**src/design/ssrm_map.svh**
```systemverilog
// offsets, field positions, reset values and timing counts of the start-up sequencer
`ifndef SSRM_MAP_SVH
`define SSRM_MAP_SVH

// ----------------------------------------------------------------------
// clock
// ----------------------------------------------------------------------
`define SSRM_CLK_PS 25000

// ----------------------------------------------------------------------
// times in their own unit (ps), as printed
// ----------------------------------------------------------------------
`define SSRM_T_POD_PS 285000000
`define SSRM_T_DISCH_PS 125000000
`define SSRM_T_DETECT_PS 32000000
`define SSRM_T_SS_INT_PS 1500000000
`define SSRM_T_SS_FULL_PS 2000000000
`define SSRM_T_PG_DLY_PS 1060000000

// ----------------------------------------------------------------------
// derived cycle counts (least times round up)
// ----------------------------------------------------------------------
`define SSRM_CYC(t) (((t) + `SSRM_CLK_PS - 1) / `SSRM_CLK_PS)
`define SSRM_POD_CYC `SSRM_CYC(`SSRM_T_POD_PS)
`define SSRM_DISCH_CYC `SSRM_CYC(`SSRM_T_DISCH_PS)
`define SSRM_DETECT_CYC `SSRM_CYC(`SSRM_T_DETECT_PS)
`define SSRM_SS_INT_CYC `SSRM_CYC(`SSRM_T_SS_INT_PS)
`define SSRM_SS_FULL_CYC `SSRM_CYC(`SSRM_T_SS_FULL_PS)
`define SSRM_PG_DLY_CYC `SSRM_CYC(`SSRM_T_PG_DLY_PS)

// ----------------------------------------------------------------------
// register port
// ----------------------------------------------------------------------
`define SSRM_ADDR_STATUS 4'h0
`define SSRM_ADDR_CTRL 4'h4
`define SSRM_CTRL_RST 1'h0
`define SSRM_CTRL_HOLD_BIT 0
// status fields
`define SSRM_ST_STATE_LSB 0
`define SSRM_ST_FREQ_LSB 8
`define SSRM_ST_FORCED_CONTINUOUS_CONDUCTION_BIT 10
`define SSRM_ST_EXTREF_BIT 11
`define SSRM_ST_REFSEL_BIT 12
`define SSRM_ST_OK_BIT 13
`define SSRM_ST_SWEN_BIT 14

`endif

```
**src/design/ssrm_pkg.sv**
```systemverilog
// types of the start-up sequencer
package ssrm_pkg;

  // sequence states, one-hot
  typedef enum logic [7:0] {
    SSRM_OFF = 8'h01,
    SSRM_DISCH = 8'h02,
    SSRM_DETECT = 8'h04,
    SSRM_POD_END = 8'h08,
    SSRM_RAMP = 8'h10,
    SSRM_PG_WAIT = 8'h20,
    SSRM_RUN = 8'h40
  } ssrm_state_e;

  // strap ladder code from the strap sense comparators
  typedef enum logic [2:0] {
    SSRM_STRAP_GND = 3'h0,
    SSRM_STRAP_30K1 = 3'h1,
    SSRM_STRAP_60K4 = 3'h2,
    SSRM_STRAP_121K = 3'h3,
    SSRM_STRAP_243K = 3'h4,
    SSRM_STRAP_VCC = 3'h5,
    SSRM_STRAP_OPEN = 3'h7
  } ssrm_strap_e;

  // switching frequency choice
  typedef enum logic [1:0] {
    SSRM_F600 = 2'h0,
    SSRM_F800 = 2'h1,
    SSRM_F1000 = 2'h2
  } ssrm_freq_e;

  // latched operating mode
  typedef struct packed {
    logic forced_continuous_conduction;
    ssrm_freq_e freq;
  } ssrm_mode_s;

  // analog comparator and pin levels, all asynchronous to clk_sys
  typedef struct packed {
    logic enable;
    logic uvlo_ok;
    logic refin_above_89;
    logic fb_near_ref;
    logic ss_above_50mv;
    logic ss_ramp_done;
    logic [2:0] strap;
  } ssrm_sense_s;

endpackage

```
**src/design/ssrm_sequencer.sv**
```systemverilog
// power-on delay, reference detection, soft-start and supply-ok sequencer
`timescale 1ns/1ps
`include "ssrm_map.svh"

module ssrm_sequencer
  import ssrm_pkg::*;
#(
  parameter int POD_CYC = `SSRM_POD_CYC,
  parameter int DISCH_CYC = `SSRM_DISCH_CYC,
  parameter int DETECT_CYC = `SSRM_DETECT_CYC,
  parameter int SS_INT_CYC = `SSRM_SS_INT_CYC,
  parameter int SS_FULL_CYC = `SSRM_SS_FULL_CYC,
  parameter int PG_DLY_CYC = `SSRM_PG_DLY_CYC,
  parameter int RAMP_W = 8
) (
  // clock and reset
  input wire logic clk_sys,
  input wire logic rst,
  // analog sense levels
  input wire ssrm_sense_s sense,
  // register port
  input wire logic [3:0] reg_addr,
  input wire logic [31:0] reg_wdata,
  input wire logic reg_wr,
  input wire logic reg_rd,
  output logic [31:0] reg_rdata,
  // analog controls
  output logic ss_discharge_en,
  output logic [RAMP_W-1:0] int_ramp_code,
  output logic switching_en,
  output logic thresh_ref_from_pin,
  output logic loop_ref_from_pin,
  output logic ss_done,
  output logic supply_ok_output,
  output ssrm_mode_s mode
);

  localparam int CNT_W = 18;

  // ----------------------------------------------------------------------
  // strap decode
  // ----------------------------------------------------------------------
  function automatic ssrm_mode_s strap_decode(input logic [2:0] code);
    ssrm_mode_s m;
    m = '{forced_continuous_conduction: 1'b0, freq: SSRM_F600};
    case (code)
      SSRM_STRAP_VCC: m = '{forced_continuous_conduction: 1'b0, freq: SSRM_F600};
      SSRM_STRAP_243K: m = '{forced_continuous_conduction: 1'b0, freq: SSRM_F800};
      SSRM_STRAP_121K: m = '{forced_continuous_conduction: 1'b0, freq: SSRM_F1000};
      SSRM_STRAP_60K4: m = '{forced_continuous_conduction: 1'b1, freq: SSRM_F1000};
      SSRM_STRAP_30K1: m = '{forced_continuous_conduction: 1'b1, freq: SSRM_F800};
      SSRM_STRAP_GND: m = '{forced_continuous_conduction: 1'b1, freq: SSRM_F600};
      default: m = '{forced_continuous_conduction: 1'b0, freq: SSRM_F600};
    endcase
    return m;
  endfunction

  // ----------------------------------------------------------------------
  // input synchronisers
  // ----------------------------------------------------------------------
  ssrm_sense_s sense_meta_ff;
  ssrm_sense_s sense_ff;

  // two stages for every analog level; only the second stage is read
  always_ff @(posedge clk_sys) begin
    if (rst) begin
      sense_meta_ff <= '0;
      sense_ff <= '0;
    end else begin
      sense_meta_ff <= sense;
      sense_ff <= sense_meta_ff;
    end
  end

  // ----------------------------------------------------------------------
  // control register
  // ----------------------------------------------------------------------
  logic hold_ff;

  // hold keeps the sequencer parked in off, like a removed enable
  always_ff @(posedge clk_sys) begin
    if (rst) begin
      hold_ff <= `SSRM_CTRL_RST;
    end else if (reg_wr && reg_addr == `SSRM_ADDR_CTRL) begin
      hold_ff <= reg_wdata[`SSRM_CTRL_HOLD_BIT];
    end
  end

  // power is allowed only with enable, no undervoltage and no hold
  logic power_ok;
  assign power_ok = sense_ff.enable && sense_ff.uvlo_ok && !hold_ff;

  // ----------------------------------------------------------------------
  // sequence state machine
  // ----------------------------------------------------------------------
  ssrm_state_e state_ff;
  ssrm_state_e nxt_state;
  logic [CNT_W-1:0] pod_cnt_ff;
  logic [CNT_W-1:0] ramp_cnt_ff;
  logic [CNT_W-1:0] pg_cnt_ff;
  logic ext_ref_ff;
  logic ext_ramp_done_ff;
  logic pod_last;
  logic disch_last;
  logic detect_last;
  logic ramp_full;
  logic ramps_done;

  assign pod_last = pod_cnt_ff == CNT_W'(POD_CYC - 1);
  assign disch_last = pod_cnt_ff == CNT_W'(DISCH_CYC - 1);
  assign detect_last = pod_cnt_ff == CNT_W'(DISCH_CYC + DETECT_CYC - 1);
  assign ramp_full = ramp_cnt_ff == CNT_W'(SS_FULL_CYC);
  // with no external reference the slower of both ramps must finish
  assign ramps_done = ramp_full && (ext_ref_ff || ext_ramp_done_ff);

  // next state
  always_comb begin
    nxt_state = state_ff;
    case (state_ff)
      SSRM_OFF: if (power_ok) nxt_state = SSRM_DISCH;
      SSRM_DISCH: if (disch_last) nxt_state = SSRM_DETECT;
      SSRM_DETECT: if (detect_last) nxt_state = SSRM_POD_END;
      SSRM_POD_END: if (pod_last) nxt_state = SSRM_RAMP;
      SSRM_RAMP: if (ramps_done) nxt_state = SSRM_PG_WAIT;
      SSRM_PG_WAIT: if (pg_cnt_ff == CNT_W'(PG_DLY_CYC - 1)) nxt_state = SSRM_RUN;
      SSRM_RUN: nxt_state = SSRM_RUN;
      default: nxt_state = SSRM_OFF;
    endcase
    if (!power_ok) begin
      nxt_state = SSRM_OFF;
    end
  end

  // state register
  always_ff @(posedge clk_sys) begin
    if (rst) begin
      state_ff <= SSRM_OFF;
    end else begin
      state_ff <= nxt_state;
    end
  end

  // ----------------------------------------------------------------------
  // power-on delay timer
  // ----------------------------------------------------------------------
  // one counter spans the whole delay, so discharge and detection windows
  // are slices of it and cannot drift apart
  always_ff @(posedge clk_sys) begin
    if (rst) begin
      pod_cnt_ff <= '0;
    end else if (state_ff == SSRM_OFF || nxt_state == SSRM_OFF) begin
      pod_cnt_ff <= '0;
    end else if (state_ff == SSRM_DISCH || state_ff == SSRM_DETECT ||
                 state_ff == SSRM_POD_END) begin
      pod_cnt_ff <= pod_cnt_ff + CNT_W'(1);
    end
  end

  // pin discharge covers the first slice of the power-on delay
  always_ff @(posedge clk_sys) begin
    if (rst) begin
      ss_discharge_en <= 1'b0;
    end else begin
      ss_discharge_en <= (nxt_state == SSRM_DISCH);
    end
  end

  // ----------------------------------------------------------------------
  // external reference detection
  // ----------------------------------------------------------------------
  // the pin must stay above the threshold through the whole window; one low
  // sample means a leaking capacitor, not a source
  always_ff @(posedge clk_sys) begin
    if (rst) begin
      ext_ref_ff <= 1'b0;
    end else if (state_ff == SSRM_OFF) begin
      ext_ref_ff <= 1'b0;
    end else if (state_ff == SSRM_DISCH && disch_last) begin
      ext_ref_ff <= 1'b1;
    end else if (state_ff == SSRM_DETECT && !sense_ff.refin_above_89) begin
      ext_ref_ff <= 1'b0;
    end
  end

  // ----------------------------------------------------------------------
  // strap latch
  // ----------------------------------------------------------------------
  // sampled only inside the power-on delay; later strap moves are ignored
  always_ff @(posedge clk_sys) begin
    if (rst) begin
      mode <= '{forced_continuous_conduction: 1'b0, freq: SSRM_F600};
    end else if (state_ff == SSRM_OFF) begin
      mode <= '{forced_continuous_conduction: 1'b0, freq: SSRM_F600};
    end else if (state_ff == SSRM_POD_END && pod_last) begin
      mode <= strap_decode(sense_ff.strap);
    end
  end

  // ----------------------------------------------------------------------
  // soft-start ramp
  // ----------------------------------------------------------------------
  // counts from ramp start to the 2 ms end and stays there
  always_ff @(posedge clk_sys) begin
    if (rst) begin
      ramp_cnt_ff <= '0;
    end else if (state_ff == SSRM_OFF || nxt_state == SSRM_OFF) begin
      ramp_cnt_ff <= '0;
    end else if (state_ff == SSRM_RAMP && !ramp_full) begin
      ramp_cnt_ff <= ramp_cnt_ff + CNT_W'(1);
    end
  end

  // internal ramp code reaches full scale at 1.5 ms; the analog side takes
  // the lower of this and the pin, so the slower ramp wins
  logic [CNT_W+RAMP_W-1:0] ramp_scaled;
  assign ramp_scaled = ramp_cnt_ff * (CNT_W+RAMP_W)'((1 << RAMP_W) - 1);

  always_ff @(posedge clk_sys) begin
    if (rst) begin
      int_ramp_code <= '0;
    end else if (state_ff != SSRM_RAMP && state_ff != SSRM_PG_WAIT &&
                 state_ff != SSRM_RUN) begin
      int_ramp_code <= '0;
    end else if (ramp_cnt_ff >= CNT_W'(SS_INT_CYC)) begin
      int_ramp_code <= '1;
    end else begin
      int_ramp_code <= RAMP_W'(ramp_scaled / (CNT_W+RAMP_W)'(SS_INT_CYC));
    end
  end

  // external ramp finish is sticky: once the pin has reached the reference
  always_ff @(posedge clk_sys) begin
    if (rst) begin
      ext_ramp_done_ff <= 1'b0;
    end else if (state_ff == SSRM_OFF) begin
      ext_ramp_done_ff <= 1'b0;
    end else if (state_ff == SSRM_RAMP && sense_ff.ss_ramp_done) begin
      ext_ramp_done_ff <= 1'b1;
    end
  end

  // power stage held off until the pin rises past 50 mV
  always_ff @(posedge clk_sys) begin
    if (rst) begin
      switching_en <= 1'b0;
    end else if (nxt_state == SSRM_OFF || state_ff == SSRM_OFF ||
                 state_ff == SSRM_DISCH || state_ff == SSRM_DETECT ||
                 state_ff == SSRM_POD_END) begin
      switching_en <= 1'b0;
    end else if (sense_ff.ss_above_50mv) begin
      switching_en <= 1'b1;
    end
  end

  // soft-start done latches the feedback comparator once ramping
  always_ff @(posedge clk_sys) begin
    if (rst) begin
      ss_done <= 1'b0;
    end else if (nxt_state == SSRM_OFF || state_ff == SSRM_OFF) begin
      ss_done <= 1'b0;
    end else if (state_ff == SSRM_RAMP || state_ff == SSRM_PG_WAIT ||
                 state_ff == SSRM_RUN) begin
      ss_done <= ss_done | sense_ff.fb_near_ref;
    end
  end

  // ----------------------------------------------------------------------
  // supply-ok delay
  // ----------------------------------------------------------------------
  always_ff @(posedge clk_sys) begin
    if (rst) begin
      pg_cnt_ff <= '0;
    end else if (state_ff != SSRM_PG_WAIT || nxt_state == SSRM_OFF) begin
      pg_cnt_ff <= '0;
    end else begin
      pg_cnt_ff <= pg_cnt_ff + CNT_W'(1);
    end
  end

  // supply ok drops at once on enable loss or undervoltage
  always_ff @(posedge clk_sys) begin
    if (rst) begin
      supply_ok_output <= 1'b0;
    end else begin
      supply_ok_output <= (nxt_state == SSRM_RUN);
    end
  end

  // ----------------------------------------------------------------------
  // reference selection
  // ----------------------------------------------------------------------
  // thresholds use the pin when a source was found, or once supply ok has
  // risen; the loop itself always follows the pin
  always_ff @(posedge clk_sys) begin
    if (rst) begin
      thresh_ref_from_pin <= 1'b0;
      loop_ref_from_pin <= 1'b0;
    end else begin
      thresh_ref_from_pin <= (nxt_state != SSRM_OFF) &&
                             ((ext_ref_ff && (state_ff == SSRM_POD_END ||
                               state_ff == SSRM_RAMP || state_ff == SSRM_PG_WAIT ||
                               state_ff == SSRM_RUN)) ||
                              supply_ok_output);
      loop_ref_from_pin <= 1'b1;
    end
  end

  // ----------------------------------------------------------------------
  // register read port
  // ----------------------------------------------------------------------
  // unmapped addresses read zero; data stands one cycle after the strobe
  always_ff @(posedge clk_sys) begin
    if (rst) begin
      reg_rdata <= '0;
    end else if (reg_rd && reg_addr == `SSRM_ADDR_STATUS) begin
      reg_rdata <= '0;
      reg_rdata[`SSRM_ST_STATE_LSB +: 8] <= state_ff;
      reg_rdata[`SSRM_ST_FREQ_LSB +: 2] <= mode.freq;
      reg_rdata[`SSRM_ST_FORCED_CONTINUOUS_CONDUCTION_BIT] <= mode.forced_continuous_conduction;
      reg_rdata[`SSRM_ST_EXTREF_BIT] <= ext_ref_ff;
      reg_rdata[`SSRM_ST_REFSEL_BIT] <= thresh_ref_from_pin;
      reg_rdata[`SSRM_ST_OK_BIT] <= supply_ok_output;
      reg_rdata[`SSRM_ST_SWEN_BIT] <= switching_en;
    end else if (reg_rd && reg_addr == `SSRM_ADDR_CTRL) begin
      reg_rdata <= {31'h0, hold_ff};
    end else if (reg_rd) begin
      reg_rdata <= '0;
    end else begin
      reg_rdata <= '0;
    end
  end

endmodule // ssrm_sequencer

```
**config.mk**
```make
export PLATFORM = sky130hd
export DESIGN_NAME = ssrm_sequencer
export DESIGN_NICKNAME = d
export VERILOG_FILES = /design/src/design/ssrm_pkg.sv /design/src/design/ssrm_sequencer.sv
export VERILOG_INCLUDE_DIRS = /design/src /design/src/design
export SDC_FILE = /design/constraint.sdc
export NUM_CORES = 1
export LEC_CHECK = 0
export ABC_AREA = 0
export BUFFER_PORTS_ARGS = -buffer_cell sky130_fd_sc_hd__buf_4
export CORE_MARGIN = 2
export CORE_UTILIZATION = 60
export DETAILED_ROUTE_END_ITERATION = 10
export PLACE_DENSITY_LB_ADDON = 0.05
export SLEW_MARGIN = 20
export SYNTH_ARGS = -nofsm -noshare
export SYNTH_HDL_FRONTEND = slang
export SYNTH_SLANG_ARGS = --single-unit
```
**constraint.sdc**
```tcl
create_clock -name clk_sys -period 35.5 [get_ports clk_sys]
set_input_delay 7.1 -clock clk_sys [delete_from_list [all_inputs] [get_ports clk_sys]]
set_output_delay 7.1 -clock clk_sys [all_outputs]
set_load 0.01 [all_outputs]
```
# [Yosys cells after proc, flatten, opt, wreduce, memory -nomap -nowiden]
# Index checks and enable logic that the tools add are counted.
[classes] multipliers=1 magnitude_cmp=1 eq_ne=24 reduce_logical=41 n_addsub=3 div_mod_pow=1 bitwise=1 muxes=14
[op_table] cell="8-bit two-way mux" n=7
[op_table] cell="8-bit case mux with 7 select lines" n=1
[op_table] cell="18-bit by 1-bit adder with 18-bit output, second input constant" n=3
[op_table] cell="18-bit by 13-bit equality test with 1-bit output, second input constant" n=2
[op_table] cell="26-bit by 16-bit divider with 26-bit output, second input constant" n=1
[op_table] cell="18-bit by 8-bit multiplier with 26-bit output, second input constant" n=1
[op_table] cell="18-bit by 14-bit equality test with 1-bit output, second input constant" n=1
[op_table] cell="18-bit by 16-bit equality test with 1-bit output, second input constant" n=1
[op_table] cell="18-bit by 17-bit equality test with 1-bit output, second input constant" n=1
[op_table] cell="18-bit by 16-bit >= comparator with 1-bit output, second input constant" n=1
[op_table] cell="8-bit by 1-bit equality test with 1-bit output, second input constant" n=2
[op_table] cell="8-bit by 2-bit equality test with 1-bit output, second input constant" n=2
[op_table] cell="8-bit by 7-bit equality test with 1-bit output, second input constant" n=2
[op_table] cell="1-bit logical AND" n=15
[op_table] cell="15-bit two-way mux" n=1
[op_table] cell="3-bit case mux with 5 select lines" n=1
[op_table] cell="1-bit logical OR" n=14
[op_table] cell="2-bit OR reduction" n=6
[op_table] cell="8-bit by 3-bit equality test with 1-bit output, second input constant" n=1
[op_table] cell="8-bit by 4-bit equality test with 1-bit output, second input constant" n=1
[op_table] cell="8-bit by 5-bit equality test with 1-bit output, second input constant" n=1
[op_table] cell="8-bit by 6-bit equality test with 1-bit output, second input constant" n=1
[op_table] cell="8-bit by 1-bit != test with 1-bit output, second input constant" n=1
[op_table] cell="8-bit by 5-bit != test with 1-bit output, second input constant" n=1
[op_table] cell="12 further kinds" n=18
[totals] input_bits=49 word_cells=118 register_bits=132

# [Logic depth before layout (Yosys ltp)]
# Gate-level depths: netlist of run 1.
[logic_depth] ltp_word=11 depth_mapped=61

# [Worst setup path before layout of run 1]
# Ideal clock, no wire load.
[synth_path] kind="register to register" startpoint="register ramp_cnt_ff[5]" endpoint="register int_ramp_code[0]" path_buffers=2 stages_incl_launch_ff=53 slack_ns=21.394 arrival_time_ns=13.959 period_less_slack_ns=14.106 t_required_ns=35.353 cell_sequence="dfxtp_1 -> inv_1 -> fa_1 -> inv_1 -> fa_1 -> fa_1 -> inv_1 -> fa_1 -> inv_1 -> ha_1 -> a21o_1 -> a31oi_1 -> a21oi_1 -> o211a_1 -> o31ai_1 -> a22oi_1 -> a21oi_2 -> mux2_2 -> [... 17 more ...] -> o31ai_2 -> a211oi_2 -> a31o_2 -> o31ai_1 -> a31oi_1 -> or4_1 -> a31oi_2 -> o21bai_2 -> a21oi_4 -> o21ai_0 -> a311oi_2 -> xnor2_1 -> a21oi_1 -> o21a_1 -> or2_1 -> maj3_1 -> o21ai_0 -> a31oi_1"
[synth_between] elab_chain_len=3 elab_cells_between_ends=4
[synth_lines] item="start, declared" line="ssrm_sequencer.sv:99" source="logic [CNT_W-1:0] ramp_cnt_ff;"
[synth_lines] item="start signal, assigned" line="ssrm_sequencer.sv:209" source="ramp_cnt_ff <= ramp_cnt_ff + CNT_W'(1);"
[synth_lines] item="18-bit by 8-bit multiplier with 26-bit output" line="ssrm_sequencer.sv:216" source="assign ramp_scaled = ramp_cnt_ff * (CNT_W+RAMP_W)'((1 << RAMP_W) - 1);"
[synth_lines] item="26-bit by 16-bit divider with 26-bit output" line="ssrm_sequencer.sv:227" source="int_ramp_code <= RAMP_W'(ramp_scaled / (CNT_W+RAMP_W)'(SS_INT_CYC));"
[synth_lines] item="8-bit two-way mux *" line="ssrm_sequencer.sv:224" source="end else if (ramp_cnt_ff >= CNT_W'(SS_INT_CYC)) begin"
[synth_lines] item="end signal, assigned" line="ssrm_sequencer.sv:227"
[synth_lines] item="end, declared" line="ssrm_sequencer.sv:29" source="output logic [RAMP_W-1:0] int_ramp_code,"
# Mark *: on every way between the ends. The rest lies on a longest branch, timed or not.
# A chain may end at the register's enable or synchronous reset.

# [Final worst setup path of run 1]
# Ends and elaborated chain as after synthesis.

==> results of run 1 <==
==> cell families after synthesis <==
logic type | Yosys count | synth area share (%)
xor+xnor | 126 | 8.07
buf+inv | 226 | 6.93
compound gates | 449 | 23.6
fa+ha+maj | 158 | 18.7
simple gates | 657 | 23.3
flops | 115 | 16.7
other cells | 1 | 0.0272
mux | 35 | 2.64
==> layout by cell type (no fill, tap or decap), drive strengths merged, types with 24 or more instances in the layout <==
cell type  count
a211oi        25
a21oi         99
and2          34
buf           53
dfxtp        115
fa            80
ha            75
inv          156
mux2i         27
nand2        150
nand3         58
nand4         24
nor2         196
nor3          42
nor4          25
o211ai        32
o21ai         84
or3           24
xnor2         80
xor2          46
==> worst reg2reg max path, delay by kind of cell, from the launching register on <==
kind / cells / cell delay [ps]
XOR/XNOR: 3 / 1630
flip-flops: 1 / 490
buffers and inverters: 5 / 670
AO/OA/AOI/OAI: 28 / 9020
AND/OR/NAND/NOR: 8 / 2590
multiplexers: 2 / 820
adder cells (fa/ha/maj): 6 / 2870
==> synthesized netlist by cell type (26+ instances only) <==
library cell	instances	share of area, %
nor2_1	196	5.3
inv_1	150	4.1
nand2_1	150	4.1
dfxtp_1	115	17
a21oi_1	97	3.5
fa_1	80	12
xnor2_1	80	5.1
ha_1	75	6.8
o21ai_0	60	2.2
nand3_1	57	2.1
xor2_1	45	2.9
nor3_1	41	1.5
and2_1	33	1.5
clkbuf_1	31	0.84
o211ai_1	30	1.6
mux2i_1	26	1.9
==> power by group <==
| group | leakage, nW | total, mW | internal [mW] | switching [mW] |
|---|---|---|---|---|
| logic | 4.81 | 0.00429 | 0.00206 | 0.00223 |
| clock network | 0.271 | 0.154 | 0.0907 | 0.0631 |
| registers | 0.931 | 0.131 | 0.130 | 0.000329 |
==> final timing paths <==
kind | start | endpoint | slack [ps]
setup / recovery | ramp_cnt_ff[5] | int_ramp_code[0] | 17270
hold / removal | sense_meta_ff[8] | sense_ff[8] | 440
setup reg to reg | ramp_cnt_ff[5] | int_ramp_code[0] | 17270
hold reg to reg | sense_meta_ff[8] | sense_ff[8] | 440
==> cell type report <==
class / count / area [um^2] / share of cell area [%]
clock buffer: 17 / 425 / 2.88
tap: 285 / 357 / 2.42
clock inverter: 15 / 125 / 0.848
inverter: 150 / 563 / 3.81
timing repair buffer: 53 / 398 / 2.70
multi-input combinational: 1443 / 10600 / 71.7
sequential: 115 / 2300 / 15.6
==> flip-flops by register name, indices dropped and copies added (netlist names), 3 cells and up <==
| name | cells |
|---|---|
| int_ramp_code | 8 |
| state_ff | 8 |
| sense_ff | 9 |
| pod_cnt_ff | 18 |
| reg_rdata | 15 |
| ramp_cnt_ff | 18 |
| sense_meta_ff | 9 |
| pg_cnt_ff | 18 |
| mode | 3 |
==> layer usage <==
metal	share of wire, %	wire (um)
met1	46	15500
met2	48	16200
met3	4.2	1430
met4	1.9	626
met5	0	0
==> summary.txt, run 1 <==
Synthesis
  • Post-Synthesis Cells: 1767
  • Synthesized area: between 10000 and 15000 um^2
  • Count of cell types in the netlist: approximately 110
  • Post-synth EDFFs: 0
  • Main synth FF type: dfxtp_1
  • Yosys warning count: 0
  • Yosys reg bits: 115
  • FFs w/ async S/R, synth: 0%
  • Mean Syn Cell Area: about 7.8 um^2
  • Sequential area share after synthesis: 16.7%

Detailed routing
  • Via count: between 10000 and 15000
  • Final wirelength: about 34 mm
  • Drt drc: 0
  • Routed Antenna Nets: 0
  • WL/cell: around 16 um
  • Via density: between 6 and 7
  • DRT iter0 DRCs: approximately 760
  • TritonRoute pass-1 iters: 5

Power
  • Tot Pwr: between 0.2 and 0.3 mW
  • Pwr Density: about 20 nW/um^2
  • Max VDD drop: 0.0603 mV
  • Pleak: around 6 nW

Clock network
  • Post-CTS Setup Repair Bufs: 0
  • Post-CTS Resized: 0
  • Total clock buffers created by CTS: 17
  • TritonCTS clock tree: done
  • Clk pin slew, worst setup/hold paths: ~60 ps
  • Maximum root-to-sink buffer count: 2
  • Root Driver: clkbuf_16
  • # hold bufs at CTS: 0
  • CTS H-tree depth: 4
  • Num Clock Sinks: approximately 120
  • Clk Latency, worst-skew pair: 410 ps

GRT
  • Vias in the first global route: 12071
  • Global Route met1 Usage: between 30 and 40%
  • Initial antenna violation count: 0
  • Total Routing Usage GR: between 20% and 30%
  • Routing usage on met2: about 48%
  • GR Util met3: a little over 4%
  • Largest net degree at the start of global routing: 39
  • Global route total overflow: 0
  • GRT busiest layer: met2
  • First-pass GRT wire length: roughly 57 mm

STA
  • Fin crit share: around 51%
  • Endpoints failing hold: 0
  • Pins Over Slew Limit: 0
  • Final min period: roughly 18000 ps
  • Worst-margin pin slew: roughly 990 ps
  • Post-layout worst setup margin: around 17000 ps
  • Setup TNS: 0 ps
  • F_max: ~55 MHz
  • Worst slew margin: 33.6%
  • Fin Hold WS: roughly 440 ps
  • Final setup viols: 0
  • Unrepaired setup endpoints after global routing: no
  • Clk_skew: approximately 6.9 ps

Layout
  • Final Net Count: ~2000
  • Share of layout cells above drive strength 1: around 8.6%
  • Final Util: ~65%
  • Final non-filler cell area: 14800 um^2
  • Fillers: between 2000 and 2500
  • N_diodes: 0
  • Finished Layout Cells: between 2000 and 2500
  • Area delta synth->final: 7.20%

Placed design
  • Post-Place Worst Slack: around 17000 ps
  • GP Congestion: 0.921
  • Placed Instance Area: around 14000 um^2
  • Dpl cells: roughly 2000
  • Port Buf Inserts: between 40 and 50
  • Post-DP HPWL: approximately 27 mm

Worst setup path
  • CP Depth: between 50 and 60
  • Kind of cell adding the most delay to the critical path: compound AO/OA/AOI/OAI gates
  • Crit path buffers/inverters: 5
  • Worst setup EP type: flip-flop
  • CP max stage cell: xnor2_1
  • CP max FO: 21
  • CP arrival: ~19000 ps
  • Critical Path RT: ~36000 ps
  • Slowest stage delay, CP: just over 800 ps
  • Reg2Reg Depth: 52
  • CP startpoint kind: flip-flop
  • Crit path kind: flip-flop to flip-flop

Hold path
  • Worst hold path class: flip-flop to flip-flop
  • Hold depth: 1

Floorplan
  • Row count: 55
  • I/O pin count: roughly 100
  • Die area: 24200 um^2
  • DIE WIDTH: 155 um
  • Initial Util: 61.0%
  • Core area: between 20000 and 25000 um^2
  • Die height: about 160 um

Job
  • MaxCap Viol Count: 0

Run status
  • Status: complete, no violations
Note: power is estimated with default switching activity, not from simulation.
==> run 2, diff against run 1 <==
--- a/config.mk
+++ b/config.mk
@@ -6,7 +6,7 @@
 export SDC_FILE = /design/constraint.sdc
 export NUM_CORES = 1
 export LEC_CHECK = 0
-export ABC_AREA = 0
+export ABC_AREA = 1
 export BUFFER_PORTS_ARGS = -buffer_cell sky130_fd_sc_hd__buf_4
 export CORE_MARGIN = 2
 export CORE_UTILIZATION = 60
==> constraint.sdc (replaced) <==
create_clock -name clk_sys -period 16.8 [get_ports clk_sys]
set_input_delay 3.36 -clock clk_sys [delete_from_list [all_inputs] [get_ports clk_sys]]
set_output_delay 3.36 -clock clk_sys [all_outputs]
set_load 0.01 [all_outputs]
==> summary.txt, run 2 <==
Synthesis
  • Most numerous cell in the Yosys netlist: nand2_1 (was nor2_1)
  • Yosys warning count: 0 (unchanged)
  • Sequential area share after synthesis: 16.9% (was 16.7%)
  • Mean Syn Cell Area: 6.39 um^2 (was 7.79 um^2)
  • Top cells by area, synth: dfxtp_1, nand2_1, fa_1 (was dfxtp_1, fa_1, ha_1)
  • Fraction of synthesized cell area taken by the top area cell type: 16.9% (was 16.7%)
  • Mux share of post-synthesis cell area: 0% (was 2.64%)
  • Post-synth EDFFs: 0 (unchanged)
  • Post-synthesis adder-cell area fraction: 18.6% (was 18.7%)
  • Post-Synthesis Cells: 2133 (was 1767)
  • Compound-gate portion of the synthesized area: 6.58% (was 23.6%)
  • FFs w/ async S/R, synth: 0% (unchanged)
  • Top post-synthesis cells by count: nand2_1, inv_1, nor2_1 (was nor2_1, inv_1, nand2_1)
  • Yosys reg bits: 115 (unchanged)
  • Main combinational cell family by area after synthesis: simple AND/OR/NAND/NOR gates (was compound AO/OA/AOI/OAI gates)
  • Synth Area in XOR/XNOR: 2.94% (was 8.07%)
  • Cell taking the most area after synthesis: dfxtp_1 (unchanged)
  • Main synth FF type: dfxtp_1 (unchanged)
  • Simple-gate share of the synthesized area: 41.2% (was 23.3%)
  • Synthesized area: 13600 um^2 (was 13800 um^2)
  • Count of cell types in the netlist: 49 (was 113)

GRT
  • Vias in the first global route: 11661 (was 12071)
  • Global route total overflow: 0 (unchanged)
  • First-pass GRT wire length: 52.1 mm (was 57.3 mm)
  • Initial antenna violation count: 0 (unchanged)
  • Largest net degree at the start of global routing: 34 (was 39)
  • Total Routing Usage GR: 25.6% (was 28.3%)

Floorplan
  • Core area: 22400 um^2 (was 22600 um^2)
  • Die height: 155 um (about the same)
  • Initial Util: 60.7% (was 61.0%)
  • DIE WIDTH: 155 um (about the same)
  • Die area: 23900 um^2 (was 24200 um^2)
  • Row count: 55 (unchanged)
  • I/O pin count: 98 (unchanged)

STA
  • Setup TNS: 0 ps (unchanged)
  • Pins Over Slew Limit: 0 (unchanged)
  • Post-layout worst setup margin: 2900 ps (was 17270 ps)
  • Clk_skew: 11.7 ps (was 6.87 ps)
  • Unrepaired setup endpoints after global routing: no (unchanged)
  • Worst slew margin: 28.4% (was 33.6%)
  • F_max: 72.0 MHz (was 54.8 MHz)
  • Fin crit share: 82.7% (was 51.4%)
  • Final min period: 13900 ps (was 18230 ps)
  • Final setup viols: 0 (unchanged)
  • Endpoints failing hold: 0 (unchanged)
  • Worst-margin pin slew: 1070 ps (was 989 ps)

Layout
  • Final Net Count: 2390 (was 1984)
  • Commonest non-fill, non-tap cells in the layout: nand2_1, inv_1, nor2_1 (was nor2_1, inv_1, nand2_1)
  • Final non-filler cell area: 14800 um^2 (about the same)
  • N_diodes: 0 (unchanged)
  • Most common cell after layout, fill and taps aside: nand2_1 (was nor2_1)
  • Area delta synth->final: 8.30% (was 7.20%)
  • Share of layout cells above drive strength 1: 12.0% (was 8.59%)
  • Finished Layout Cells: 2484 (was 2078)
  • Largest regs: pg_cnt_ff (18), pod_cnt_ff (18), ramp_cnt_ff (18) (unchanged)

Placed design
  • Placed Instance Area: 14200 um^2 (about the same)
  • Post-DP HPWL: 23.9 mm (was 27.0 mm)
  • Port Buf Inserts: 49 (unchanged)
  • Post-Place Worst Slack: 2940 ps (was 17120 ps)
  • Dpl cells: 2452 (was 2046)
  • GP Congestion: 0.889 (was 0.921)

Power
  • Sw frac: 21.3% (was 22.8%)
  • Combinational share of power: 1.6% (was 1.5%)
  • Pleak: 7.82 nW (was 6.01 nW)
  • Clock power share: 55.0% (was 53.3%)
  • Tot Pwr: 0.637 mW (was 0.289 mW)
  • Pwr Density: 43.1 nW/um^2 (was 19.6 nW/um^2)
  • Net Sw Power: 0.135 mW (was 0.0657 mW)
  • Reg power frac: 43.4% (was 45.2%)
  • Cell-internal power: 0.501 mW (was 0.223 mW)
  • Max VDD drop: 0.0497 mV (was 0.0603 mV)

Detailed routing
  • Final wirelength: 29.3 mm (was 33.8 mm)
  • Routed Antenna Nets: 0 (unchanged)
  • WL/cell: 11.8 um (was 16.3 um)
  • Via count: 12716 (was 12796)
  • DRT iter0 DRCs: 735 (was 756)
  • Drt drc: 0 (unchanged)
  • TritonRoute pass-1 iters: 7 (was 5)
  • Via density: 5.12 (was 6.16)

Worst setup path
  • CP arrival: 14200 ps (was 18520 ps)
  • Slowest stage delay, CP: 600 ps (was 810 ps)
  • CP max FO: 16 (was 21)
  • Worst setup EP type: flip-flop (unchanged)
  • Crit path kind: flip-flop to flip-flop (unchanged)
  • CP max stage cell: dfxtp_1 (was xnor2_1)
  • Top cell by count, worst path: nand2_1
  • Critical Path RT: 17110 ps (was 35780 ps)
  • CP startpoint kind: flip-flop (unchanged)
  • Reg2Reg Depth: 92 (was 52)
  • Crit. Startpoint: ramp_cnt_ff[13] (was ramp_cnt_ff[5])
  • Worst flop-to-flop path startpoint: ramp_cnt_ff[13] (was ramp_cnt_ff[5])

Clock network
  • Post-CTS Resized: 0 (unchanged)
  • Clk pin slew, worst setup/hold paths: 60 ps (about the same)
  • Num Clock Sinks: 115 (unchanged)
  • TritonCTS clock tree: done (unchanged)
  • Total clock buffers created by CTS: 17 (unchanged)
  • Maximum root-to-sink buffer count: 2 (unchanged)
  • CTS H-tree depth: 4 (unchanged)
  • Clk Latency, worst-skew pair: 420 ps (was 410 ps)
  • # hold bufs at CTS: 0 (unchanged)
  • Post-CTS Setup Repair Bufs: 0 (unchanged)
  • Root Driver: clkbuf_16 (unchanged)

Job
  • MaxCap Viol Count: 0 (unchanged)

Run status
  • Status: complete, no violations (unchanged)

Hold path
  • Hold depth: 2 (was 1)
  • Worst hold path class: flip-flop to flip-flop (unchanged)
  • Hold wc startpoint: sense_meta_ff[7] (was sense_meta_ff[8])
[run 2: worst max-delay path, delay by kind of cell, from the launching register on]
| kind | cells | cell delay [ps] |
|---|---|---|
| adders and majority gates | 5 | 2590 |
| and+or+nand+nor | 73 | 8830 |
| AOI/OAI and AO/OA | 6 | 1090 |
| DFF | 1 | 600 |
| buffers and inverters | 8 | 610 |
[run 2: kinds of logic (layout without fill, tap and decap cells)]
family / count (synthesis) / after routing
and+or+nand+nor: 1208 / 1208
buffers and inverters: 460 / 509
adders and majority gates: 155 / 155
AOI/OAI and AO/OA: 150 / 150
DFF: 115 / 115
xor gates and xnor gates: 44 / 44
other: 1 / 18
[run 2: path summary, 6_finish.rpt]
| check | end | slack (ps) |
|---|---|---|
| max | int_ramp_code[0] | 2900 |
| min | sense_ff[7] | 400 |
| max reg2reg | int_ramp_code[0] | 2900 |
| min reg2reg | sense_ff[7] | 400 |
[run 2: final cells by class]
class                           instances  area [um^2]
Clock buffer                           20          447
Clock inverter                         12          133
Fill cell                            2090         7680
Inverter                              426         1610
Multi-Input combinational cell       1575         9520
Sequential cell                       115         2300
Tap cell                              285          357
Timing Repair Buffer                   51          383
[run 2: stage by stage]
stage | util [%] | hold WS [ps]
final | 65.8 | 401
after global routing | 65.8 | 417
after CTS | 65.8 | 402
after detailed placement | 63.2 | 394
after global placement | 63.2 | 390
after floorplan | - | 388
[run 2: layer usage]
metal | share of wire [%] | global-route usage [%] | vias to the layer above
li1 | - | - | 6670
met3 | 4.1 | 3.03 | 27
met4 | 0.96 | 4.94 | 0
met5 | 0 | 0 | -
met1 | 49 | 35.6 | 5793
met2 | 46 | 43.2 | 226
[run 2: power by group through the flow]
| stage | clock, mW | combinational, mW | sequential (mW) |
|---|---|---|---|
| floorplan | 0 | 0.00861 | 0.282 |
| global placement | 0 | 0.00977 | 0.282 |
| detailed placement | 0 | 0.0100 | 0.282 |
| CTS | 0.355 | 0.0101 | 0.276 |
| global route | 0.366 | 0.0116 | 0.276 |
| finish | 0.350 | 0.0102 | 0.276 |
==> run 3, diff against run 2 <==
==> constraint.sdc (replaced) <==
create_clock -name clk_sys -period 12.8 [get_ports clk_sys]
set_input_delay 2.56 -clock clk_sys [delete_from_list [all_inputs] [get_ports clk_sys]]
set_output_delay 2.56 -clock clk_sys [all_outputs]
set_load 0.01 [all_outputs]
==> summary.txt, run 3 (synthesis results as in run 2) <==
STA
  • F_max: 81.2 MHz (was 72.0 MHz)
  • Clk_skew: 10.6 ps (was 11.7 ps)
  • Final setup viols: 0 (unchanged)
  • Pins Over Slew Limit: 0 (unchanged)
  • Post-layout worst setup margin: 487 ps (was 2900 ps)
  • Endpoints failing hold: 0 (unchanged)
  • Worst slew margin: 27.2% (was 28.4%)
  • Fin crit share: 96.2% (was 82.7%)
  • Worst-margin pin slew: 1090 ps (was 1070 ps)
  • Final min period: 12310 ps (was 13900 ps)
  • Setup TNS: 0 ps (unchanged)

Worst setup path
  • CP arrival: 12670 ps (was 14200 ps)
  • CP max stage cell: fa_1 (was dfxtp_1)
  • Slowest stage delay, CP: 570 ps (was 600 ps)
  • Crit path buffers/inverters: 17 (was 8)
  • Kind of cell adding the most delay to the critical path: simple AND/OR/NAND/NOR gates (unchanged)
  • CP max FO: 8 (was 16)
  • Worst flop-to-flop path startpoint: ramp_cnt_ff[11] (was ramp_cnt_ff[13])
  • Crit path kind: flip-flop to flip-flop (unchanged)
  • Top cell by count, worst path: nand2_2 (was nand2_1)
  • Reg2Reg Depth: 94 (was 92)
  • Critical Path RT: 13160 ps (was 17110 ps)
  • Worst setup EP type: flip-flop (unchanged)
  • Flop-to-flop setup slack: 490 ps (was 2900 ps)
  • CP startpoint kind: flip-flop (unchanged)
  • Reg2reg end: int_ramp_code[0] (unchanged)

Hold path
  • Worst hold path class: flip-flop to flip-flop (unchanged)
  • Hold depth: 2 (unchanged)
  • Hold EP: sense_ff[0] (was sense_ff[7])
  • Hold wc startpoint: sense_meta_ff[0] (was sense_meta_ff[7])

Layout
  • N_diodes: 0 (unchanged)
  • Finished Layout Cells: 2706 (was 2484)
  • Commonest non-fill, non-tap cells in the layout: nand2_1, inv_1, buf_4 (was nand2_1, inv_1, nor2_1)
  • Final Util: 78.4% (was 65.8%)
  • Largest regs: pg_cnt_ff (18), pod_cnt_ff (18), ramp_cnt_ff (18) (unchanged)
  • Area delta synth->final: 29.1% (was 8.30%)
  • Most common cell after layout, fill and taps aside: nand2_1 (unchanged)
  • Share of layout cells above drive strength 1: 28.5% (was 12.0%)
  • Final Net Count: 2612 (was 2390)

Run status
  • Status: complete, no violations (unchanged)

Floorplan
  • Initial Util: 60.7% (unchanged)
  • Core area: 22400 um^2 (unchanged)
  • I/O pin count: 98 (unchanged)
  • Die area: 23900 um^2 (unchanged)
  • Row count: 55 (unchanged)
  • DIE WIDTH: 155 um (unchanged)
  • Die height: 155 um (unchanged)

GRT
  • Initial antenna violation count: 1 (was 0)
  • Vias in the first global route: 12467 (was 11661)
  • Largest net degree at the start of global routing: 34 (unchanged)
  • First-pass GRT wire length: 53.7 mm (was 52.1 mm)
  • Global route total overflow: 0 (unchanged)
  • Total Routing Usage GR: 26.3% (was 25.6%)

Detailed routing
  • Via count: 13859 (was 12716)
  • Drt drc: 0 (unchanged)
  • Via density: 5.12 (about the same)
  • Final wirelength: 34.1 mm (was 29.3 mm)
  • DRT iter0 DRCs: 891 (was 735)
  • WL/cell: 12.6 um (was 11.8 um)
  • TritonRoute pass-1 iters: 6 (was 7)
  • Routed Antenna Nets: 0 (unchanged)

Clock network
  • Clk Latency, worst-skew pair: 420 ps (about the same)
  • CTS H-tree depth: 4 (unchanged)
  • Maximum root-to-sink buffer count: 2 (unchanged)
  • Clk pin slew, worst setup/hold paths: 60 ps (about the same)
  • Root Driver: clkbuf_16 (unchanged)
  • Total clock buffers created by CTS: 17 (unchanged)
  • # hold bufs at CTS: 0 (unchanged)
  • TritonCTS clock tree: done (unchanged)
  • Num Clock Sinks: 115 (unchanged)

Power
  • Pwr Density: 47.3 nW/um^2 (was 43.1 nW/um^2)
  • Max VDD drop: 0.0684 mV (was 0.0497 mV)
  • Pleak: 9.21 nW (was 7.82 nW)

Placed design
  • Port Buf Inserts: 49 (unchanged)
  • Post-DP HPWL: 25.3 mm (was 23.9 mm)
  • GP Congestion: 0.884 (was 0.889)
  • Post-Place Worst Slack: 29.7 ps (was 2940 ps)
  • Dpl cells: 2589 (was 2452)

Job
  • MaxCap Viol Count: 0 (unchanged)
## run 3: cell count changes in the layout (fill, tap and decap cells not counted), moves of 15 or more
cell,delta
nor2_1,-29
nand3_1,-20
dfxtp_1,-15
nand2_2,+58
inv_1,-21
inv_2,+20
nor2_4,+25
buf_4,+198
buf_6,+15
nand3_2,+15
nand2_1,-78
nand2_4,+15
## run 3: tightest hold or removal path: stages (launching register included)
cell     delay (ps)
dfxtp_1         290
inv_1            40
nor2_1           30
## run 3: power breakdown
group	switching, mW	internal [mW]	leakage, nW
Clock	0.185	0.272	0.283
Sequential	0.00121	0.360	0.940
Combinational	0.00802	0.00531	7.99
## run 3: final cells by class
class / count / area [um^2]
Tap cell: 285 / 357
Fill cell: 1685 / 4850
Timing Repair Buffer: 267 / 2100
Clock inverter: 15 / 149
Sequential cell: 115 / 2330
Inverter: 426 / 1620
Clock buffer: 17 / 425
Multi-Input combinational cell: 1581 / 10600
## run 3: how the worst max path moves through the flow
stage	start	to	slack (ps)	cells past startpoint
after floorplan	ramp_cnt_ff[6]	int_ramp_code[0]	1390	93
after global placement	ramp_cnt_ff[13]	int_ramp_code[0]	170	92
after detailed placement	ramp_cnt_ff[8]	int_ramp_code[0]	30	95
after CTS	ramp_cnt_ff[13]	int_ramp_code[0]	2	94
after global routing	ramp_cnt_ff[11]	int_ramp_code[0]	-410	93
final	ramp_cnt_ff[11]	int_ramp_code[0]	490	94
## run 3: routing by layer
metal / vias to the layer above / part of all wire, % / GRT usage [%]
met5: - / 0 / 0
met4: 0 / 1.3 / 5.47
met3: 45 / 3.3 / 3.28
met2: 249 / 52 / 47.6
met1: 6427 / 44 / 33.8
li1: 7138 / - / -
## run 3: what timing repair did
item / in CTS / in global routing
endpoints found under the hold margin: 0 / 0
pin swaps: 0 / 124
setup buffers: 0 / 79
gates resized for setup: 3 / 304
endpoints found under the setup margin: 1 / 3
cloned: 0 / 6
## run 3: metrics by stage
step	power, mW	cell area, um^2	hold WS [ps]
floorplan	0.381	13700	388
global placement	0.383	15200	389
detailed placement	0.383	15200	395
CTS	0.836	15800	406
global route	0.856	17600	423
finish	0.832	17600	403
